`config.mk`:
```
export PLATFORM = sky130hd
export DESIGN_NAME = bmc_top
export DESIGN_NICKNAME = d
export VERILOG_FILES = /design/src/hw/bmc_pkg.sv /design/src/hw/bmc_state_timer.sv /design/src/hw/bmc_top.sv
export SDC_FILE = /design/constraint.sdc
export NUM_CORES = 1
export LEC_CHECK = 0
export ABC_AREA = 1
export BUFFER_PORTS_ARGS = -buffer_cell sky130_fd_sc_hd__buf_2
export CAP_MARGIN = 20
export CORE_ASPECT_RATIO = 0.9
export CORE_UTILIZATION = 40
export DETAILED_ROUTE_END_ITERATION = 8
export PLACE_DENSITY = 0.76
export SLEW_MARGIN = 20
export SYNTH_ARGS = -nofsm -noshare
export SYNTH_HDL_FRONTEND = slang
export SYNTH_SLANG_ARGS = --single-unit
```
`constraint.sdc`:
```
create_clock -name clk -period 1.5 [get_ports clk]
set_clock_uncertainty 0.05 [all_clocks]
set_input_delay 0.075 -clock clk [delete_from_list [all_inputs] [get_ports clk]]
set_output_delay 0.075 -clock clk [all_outputs]
set_load 0.02 [all_outputs]
```
`src/hw/bmc_pkg.sv`:
```
package bmc_pkg;
  // ---------------------------------------------------------------
  // register map
  // ---------------------------------------------------------------
  localparam logic [7:0] BMC_CTRL_OFFSET  = 8'h00;
  localparam logic [7:0] BMC_STAT_OFFSET  = 8'h04;
  localparam logic [7:0] BMC_CTRL_RESET   = 8'h02;

  // ---------------------------------------------------------------
  // field positions
  // ---------------------------------------------------------------
  localparam int BMC_PROTO_LSB = 6;
  localparam int BMC_MUX_BIT   = 5;
  localparam int BMC_RSVD_BIT  = 4;
  localparam int BMC_LEN_LSB   = 0;
  localparam logic [7:0] BMC_CTRL_WMASK = 8'hef;

  // ---------------------------------------------------------------
  // protocol codes
  // ---------------------------------------------------------------
  typedef enum logic [1:0] {
    BMC_NATIVE  = 2'h0,
    BMC_LEGACY8 = 2'h1,
    BMC_LATCH   = 2'h2,
    BMC_ACK     = 2'h3
  } bmc_proto_e;

  // native protocol bus state length in cycles
  localparam logic [3:0] BMC_NATIVE_LEN = 4'h1;
endpackage

```
`src/hw/bmc_state_timer.sv`:
```
`timescale 1ns/1ps
`default_nettype none
module bmc_state_timer #(
  parameter int LEN_W = 4
) (
  input  wire logic             clk,
  input  wire logic             rstn,
  input  wire logic             run,
  input  wire logic [LEN_W-1:0] len,
  output var  logic             state_end
);
  logic [LEN_W-1:0] cnt_ff;
  logic [LEN_W-1:0] nxt_cnt;
  logic             end_ff;
  logic             nxt_end;

  // a zero-width counter cannot hold any state length
  if (LEN_W < 1) begin : g_len_w_check
    $error("bmc_state_timer: LEN_W must be positive");
  end

  // counts cycles within a state; a zero length is treated like one
  always_comb begin
    nxt_cnt = cnt_ff;
    nxt_end = 1'b0;
    if (!run) begin
      nxt_cnt = '0;
    end else if (cnt_ff + LEN_W'(1) >= len) begin
      nxt_cnt = '0;
      nxt_end = 1'b1;
    end else begin
      nxt_cnt = cnt_ff + LEN_W'(1);
    end
  end

  always_ff @(posedge clk or negedge rstn) begin
    if (!rstn) begin
      cnt_ff <= '0;
      end_ff <= 1'b0;
    end else begin
      cnt_ff <= nxt_cnt;
      end_ff <= nxt_end;
    end
  end

  assign state_end = end_ff;
endmodule
`default_nettype wire

```
`src/hw/bmc_top.sv`:
```
// Behaviour
// - bit 5 set multiplexes address onto data pins, clear keeps them separate
// - bit 4 reserved, reads zero; all other bits read and write
// - each bus state lasts the four-bit length in cycles; zero is invalid
// - in native protocol the length field does not affect timing
//
// Design decisions made here: the register addresses and the APB register port.
`timescale 1ns/1ps
`default_nettype none
module bmc_top (
  input  wire logic        clk,
  input  wire logic        rstn,
  input  wire logic        psel,
  input  wire logic        penable,
  input  wire logic        pwrite,
  input  wire logic [7:0]  paddr,
  input  wire logic [31:0] pwdata,
  output var  logic [31:0] prdata,
  output var  logic        pready,
  output var  logic        pslverr,
  input  wire logic        bus_run,
  output var  logic [1:0]  bus_protocol,
  output var  logic        addr_data_multiplex,
  output var  logic        bus_state_step,
  output var  logic        len_invalid
);
  import bmc_pkg::*;

  // ---------------------------------------------------------------
  // apb slave
  // ---------------------------------------------------------------
  logic [7:0]  ctrl_ff;
  logic [7:0]  nxt_ctrl;
  logic [31:0] prdata_ff;
  logic [31:0] nxt_prdata;
  logic        pready_ff;
  logic        nxt_pready;
  logic        pslverr_ff;
  logic        nxt_pslverr;
  logic        step_ff;
  logic        timer_end;
  logic [3:0]  eff_len;
  logic        setup;

  // one wait state: pready rises in the second access cycle
  assign setup = psel && penable && !pready_ff;

  always_comb begin
    nxt_ctrl    = ctrl_ff;
    nxt_prdata  = prdata_ff;
    nxt_pready  = 1'b0;
    nxt_pslverr = 1'b0;
    if (setup) begin
      nxt_pready = 1'b1;
      unique case (paddr)
        BMC_CTRL_OFFSET: begin
          if (pwrite) begin
            nxt_ctrl = pwdata[7:0] & BMC_CTRL_WMASK;
          end else begin
            nxt_prdata = {24'h0, ctrl_ff & BMC_CTRL_WMASK};
          end
        end
        BMC_STAT_OFFSET: begin
          if (!pwrite) begin
            nxt_prdata = {28'h0, len_invalid, bus_state_step, addr_data_multiplex, 1'b0};
          end
        end
        default: begin
          // unmapped addresses answer with an error and no side effect
          nxt_pslverr = 1'b1;
          nxt_prdata  = 32'h0;
        end
      endcase
    end
  end

  always_ff @(posedge clk or negedge rstn) begin
    if (!rstn) begin
      ctrl_ff    <= BMC_CTRL_RESET;
      prdata_ff  <= 32'h0;
      pready_ff  <= 1'b0;
      pslverr_ff <= 1'b0;
    end else begin
      ctrl_ff    <= nxt_ctrl;
      prdata_ff  <= nxt_prdata;
      pready_ff  <= nxt_pready;
      pslverr_ff <= nxt_pslverr;
    end
  end

  assign prdata  = prdata_ff;
  assign pready  = pready_ff;
  assign pslverr = pslverr_ff;

  // ---------------------------------------------------------------
  // bus mode outputs
  // ---------------------------------------------------------------
  logic [1:0] proto_ff;
  logic       mux_ff;
  logic       inval_ff;
  logic       nxt_inval;

  // native mode ignores the length field; a zero length is flagged, not obeyed
  always_comb begin
    eff_len = ctrl_ff[BMC_LEN_LSB +: 4];
    if (bmc_proto_e'(ctrl_ff[BMC_PROTO_LSB +: 2]) == BMC_NATIVE) begin
      eff_len = BMC_NATIVE_LEN;
    end
    nxt_inval = (ctrl_ff[BMC_LEN_LSB +: 4] == 4'h0);
  end

  always_ff @(posedge clk or negedge rstn) begin
    if (!rstn) begin
      proto_ff <= 2'h0;
      mux_ff   <= 1'b0;
      inval_ff <= 1'b0;
      step_ff  <= 1'b0;
    end else begin
      proto_ff <= ctrl_ff[BMC_PROTO_LSB +: 2];
      mux_ff   <= ctrl_ff[BMC_MUX_BIT];
      inval_ff <= nxt_inval;
      step_ff  <= timer_end;
    end
  end

  // timer marks the end of each bus state while a cycle runs
  bmc_state_timer #(
    .LEN_W (4)
  ) u_timer (
    .clk       (clk),
    .rstn      (rstn),
    .run       (bus_run),
    .len       (eff_len),
    .state_end (timer_end)
  );

  assign bus_protocol        = proto_ff;
  assign addr_data_multiplex = mux_ff;
  assign bus_state_step      = step_ff;
  assign len_invalid         = inval_ff;
endmodule
`default_nettype wire

```
[Word level (Yosys, flattened, before mapping)]
Cells that the tools add are included.
Word-level totals
  register bits after elaboration: 51
  input port bits: 46
  output and inout bits: 39
  logic and storage cells: 35
Operators by class
  $add $sub $neg: 1
  magnitude comparators: 1
  equal/unequal tests: 3
  multiplexer cells: 11
  reductions and logical operators: 9
Operator list (number)
  32-bit two-way mux: 2
  32-bit one-hot mux with 2 select lines: 1
  4-bit two-way mux: 3
  8-bit by 3-bit == test with 1-bit output, second input constant: 1
  8-bit logical NOT: 1
  3-bit AND reduction: 2
  1-bit two-way mux: 5
  4-bit by 1-bit adder with 4-bit output, second input constant: 1
  4-bit >= comparator: 1
  4-bit logical NOT: 1
  2-bit != test, second input constant: 2
  1-bit logical AND: 2
  2-bit logical NOT: 1
  2-bit OR reduction: 1
  1-bit logical NOT: 1

[Longest topological paths before layout]
  depth in word-level cells: 5
  depth in mapped cells: 9
  mapped depth without buffers: 9

[Hierarchy]
Synthesis repeated with hierarchy kept, for this count alone.
Unflattened totals
  cells, all modules: 171
  area total of the unflattened synthesis: 1519.0 µm²
Modules (own cells, without submodules)
  bmc_top: instances 1, cells an instance 132, area an instance 1202.4 µm², seq. area each 526.8 µm²
  bmc_state_timer: instances 1, cells an instance 39, area an instance 316.6 µm², seq. area each 125.1 µm²

[Worst setup path before layout]
OpenSTA, ideal clock, no wires.
  path type: register to register
  start point: register u_timer.cnt_ff[0]
  end point: register u_timer.cnt_ff[0]
  library setup time: 0.074 ns
  arrival: 1.479 ns
  required time: 1.376 ns
  setup slack: -0.103 ns
  cell stages (with the launch flop): 8
  period minus slack after synthesis: 1.603 ns
  cells stage by stage: dfrtp_1 -> ha_1 -> xnor2_1 -> inv_1 -> ha_1 -> nand4_1 -> nand4_1 -> nor2_1
On the way
  longest elaborated chain between the ends: 4
Ends and longest elaborated chain
  start, declared: RTL line bmc_state_timer.sv:12  | logic [LEN_W-1:0] cnt_ff;
  start signal, assigned: RTL line bmc_state_timer.sv:41  | cnt_ff <= nxt_cnt;
  4-bit by 1-bit adder with 4-bit output (*): RTL line bmc_state_timer.sv:28, bmc_state_timer.sv:32
  4-bit >= comparator: RTL line bmc_state_timer.sv:28  | end else if (cnt_ff + LEN_W'(1) >= len) begin
  4-bit two-way mux (*): RTL line bmc_state_timer.sv:28
  4-bit two-way mux (*): RTL line bmc_state_timer.sv:26  | if (!run) begin
  via u_timer.nxt_cnt[0]: RTL line bmc_state_timer.sv:13  | logic [LEN_W-1:0] nxt_cnt;
The timed path passes the listed nets; every way through them passes the cells marked *.
A chain may end at the register's enable or synchronous reset.

[Worst setup path in the final report]
Same ends and word-level chain as after synthesis.

==> flow_metrics.env <==
export IMPL_clock_latency_ps=260
export IMPL_place_inst=255
export IMPL_cpMostUsedCell="ha_4"
export IMPL_synth_seq_cells=26
export IMPL_yosys_warnings=0
export IMPL_drc=0
export IMPL_yosys_most_used_dff="dfrtp_1"
export IMPL_p_leak_uw=0.00104
export IMPL_die_area_um2=4060
export IMPL_async_flop_share=1.00
export IMPL_comb_power_share=0.138
export IMPL_diodes=0
export IMPL_crit_slowest_cell="dfrtp_2"
export IMPL_first_iter_violations=26
export IMPL_pwr_share_seq=0.535
export IMPL_intPower_uw=999
export IMPL_ys_seq_area_frac=0.428
export IMPL_synth_distinct_cells=25
export IMPL_synth_edff_count=0
export IMPL_die_h_um=60.5
export IMPL_die_w_um=67.0
export IMPL_crit_path_start_kind="register"
export IMPL_crit_start="u_timer.cnt_ff[0]"
export IMPL_ir_drop_mv=0.320
export IMPL_wl_per_cell_um=9.98
export IMPL_power_density_nw_per_um2=705
export IMPL_cts_clk_slew_worst_paths_ps=90
export IMPL_fin_nets=274
export IMPL_drive_gt1_frac=0.392
export IMPL_finalCriticalPeriod_ps=1680
export IMPL_cts_sinks=26
export IMPL_period_share=1.12
export IMPL_cts_tree="yes"
export IMPL_start_util=0.435
export IMPL_r2r_start="u_timer.cnt_ff[0]"
export IMPL_rsz0062_at_grt="yes"
export IMPL_dr_pass1_iters=4
export IMPL_highest_layer="met4"
export IMPL_dp_hpwl_mm=2.00
export IMPL_yosysTopAreaCell="dfrtp_1"
export IMPL_tightestPinTransition_ps=563
export IMPL_setup_ws_ps=-180
export IMPL_vias_per_cell=4.26
export IMPL_reg2reg_depth=7
export IMPL_hold_viol_final=0
export IMPL_status="finished with violations"
export IMPL_wl_met2_mm=1.17
export IMPL_worstPathCellList="ha_4 -> ha_4 -> inv_2 -> o21bai_1 -> nand3_2 -> nand4_1 -> nor2_1"
export IMPL_wl_met3_um=201
export IMPL_fmax_mhz=595
export IMPL_worstHoldPathType="in2reg"
export IMPL_overflow=0
export IMPL_io_pins=85
export IMPL_violations="negative setup slack"
export IMPL_post_synth_top_count_cell="nand2_1"
export IMPL_min_from="pwdata[6]"
export IMPL_gp_congestion=0.775
export IMPL_cts_max_path_buffers=2
export IMPL_grt_pass1_wl_mm=4.28
export IMPL_cp_data_arrival_time_ps=1790
export IMPL_syn_area_um2=1520
export IMPL_antenna_found_initial=0
export IMPL_slew_viol_final=0
export IMPL_endpoint_kind="register"
export IMPL_r2r_end="u_timer.cnt_ff[0]"
export IMPL_postRouteAntennaNets=0
export IMPL_core_area_um2=3500
export IMPL_r2r_slack_ps=-180
export IMPL_h_tree_depth=1
export IMPL_track_usage=0.144
export IMPL_drv_cap=0
export IMPL_vias=1134
export IMPL_port_buffer_count=34
export IMPL_totalWireLength_mm=2.66
export IMPL_rows=20
export IMPL_wl_met1_mm=1.25
export IMPL_synth_avg_cell_area_um2=8.80
export IMPL_slew_headroom=0.625
export IMPL_swShare=0.256
export IMPL_crit_path_end="u_timer.cnt_ff[0]"
export IMPL_grt_max_degree=27
export IMPL_cts_made_buffers=3
export IMPL_p_sw_uw=344
export IMPL_whs_path_depth=3
export IMPL_synth_top_cells_by_count="31 x nand2_1, 25 x buf_4, 25 x dfrtp_1"
export IMPL_final_core_util=0.544
export IMPL_grt_pass1_vias=993
export IMPL_max_stage_delay_ps=460
export IMPL_cp_max_fo=4
export IMPL_crit_type="reg2reg"
export IMPL_syn_instance_count=173
export IMPL_synth_top_area_frac=0.411
export IMPL_setup_violations=5
export IMPL_clockPowerShare=0.326
export IMPL_area_growth_pct=25.1
export IMPL_cts_root_buffer="clkbuf_8"
export IMPL_synth_area_top_cells="dfrtp_1 41%, buf_4 12%, nand2_1 7.6%"
export IMPL_crit_required_ps=1610
export IMPL_fin_cells=266
## worst max-delay path, delay by kind of cell, from the launching register on
kind / cells / cell delay (ps)
buf+inv: 1 / 30
flops: 1 / 460
simple gates: 3 / 360
compound gates: 1 / 150
fa+ha+maj: 2 / 530
## kinds of logic (layout without fill, tap and decap cells)
group,count (synthesis),count (layout),share of synthesized area
other,1,25,0.00246
adder cells (fa/ha/maj),5,5,0.0411
XOR/XNOR,2,2,0.0115
AO/OA/AOI/OAI,13,13,0.0616
buffers and inverters,54,79,0.200
flip-flops,26,26,0.428
AND/OR/NAND/NOR,72,72,0.256
## final cells by class
type	instances	area [um^2]
Clock buffer	4	55.1
Multi-Input combinational cell	117	754
Sequential cell	26	653
Tap cell	44	55.1
Inverter	28	105
Fill cell	328	1600
Timing Repair Buffer	47	283
## metrics by stage
step | total power, uW | hold slack (ps) | area, um^2 | setup TNS, ps | setup slack [ps]
floorplan | 898 | -271 | 1650 | 0 | 2.69
global placement | 906 | 47.9 | 1720 | -397 | -107
detailed placement | 908 | 51.0 | 1720 | -500 | -131
CTS | 1360 | 4.72 | 1880 | -575 | -155
global route | 1400 | 16.2 | 1910 | -1120 | -265
finish | 1340 | 2.23 | 1910 | -738 | -180
## registers in the layout (all words and copies together), names as in the netlist
register and cells:
addr_data_multiplex 1, bus_protocol 2, bus_state_step 1, ctrl_ff 7, len_invalid 1, prdata 7, pready 1, pslverr 1
u_timer.cnt_ff 4, u_timer.state_end 1
## worst min path at each step
stage | end | slack [ps]
floorplan | addr_data_multiplex | -270
global placement | u_timer.cnt_ff[1] | 50
detailed placement | u_timer.cnt_ff[2] | 50
CTS | ctrl_ff[2] | 5
global route | ctrl_ff[2] | 20
finish | ctrl_ff[6] | 2
## timing repair
action,CTS,global route
pin swaps,7,8
endpoints found under the hold margin,30,0
setup buffers,1,0
hold buffers,6,0
resized for setup,6,5
setup endpoints to repair,5,5
## cell usage in the layout, fill, tap and decap left out, types with 3 or more instances in the layout
master / count
inv_2: 8
o21ai_2: 7
nand3_1: 11
nand3_4: 3
nand2_2: 7
conb_1: 25
clkbuf_8: 4
inv_1: 20
nand2_1: 31
nor2_1: 9
dfrtp_1: 24
buf_4: 7
dlygate4sd3_1: 6
ha_4: 4
buf_2: 34
## power by group through the flow
stage | combinational, uW | clock (uW) | sequential [uW]
floorplan | 157 | 0 | 741
global placement | 174 | 0 | 732
detailed placement | 175 | 0 | 733
CTS | 187 | 451 | 719
global route | 206 | 478 | 720
finish | 186 | 438 | 719
## metal layers
layer  vias to the layer above  global-route usage
li1                        586                   -
met1                       494               0.197
met2                        50               0.226
met3                         4              0.0282
met4                         0              0.0547
met5                         -                   0
No activity file was read; power rests on OpenSTA's default activity.
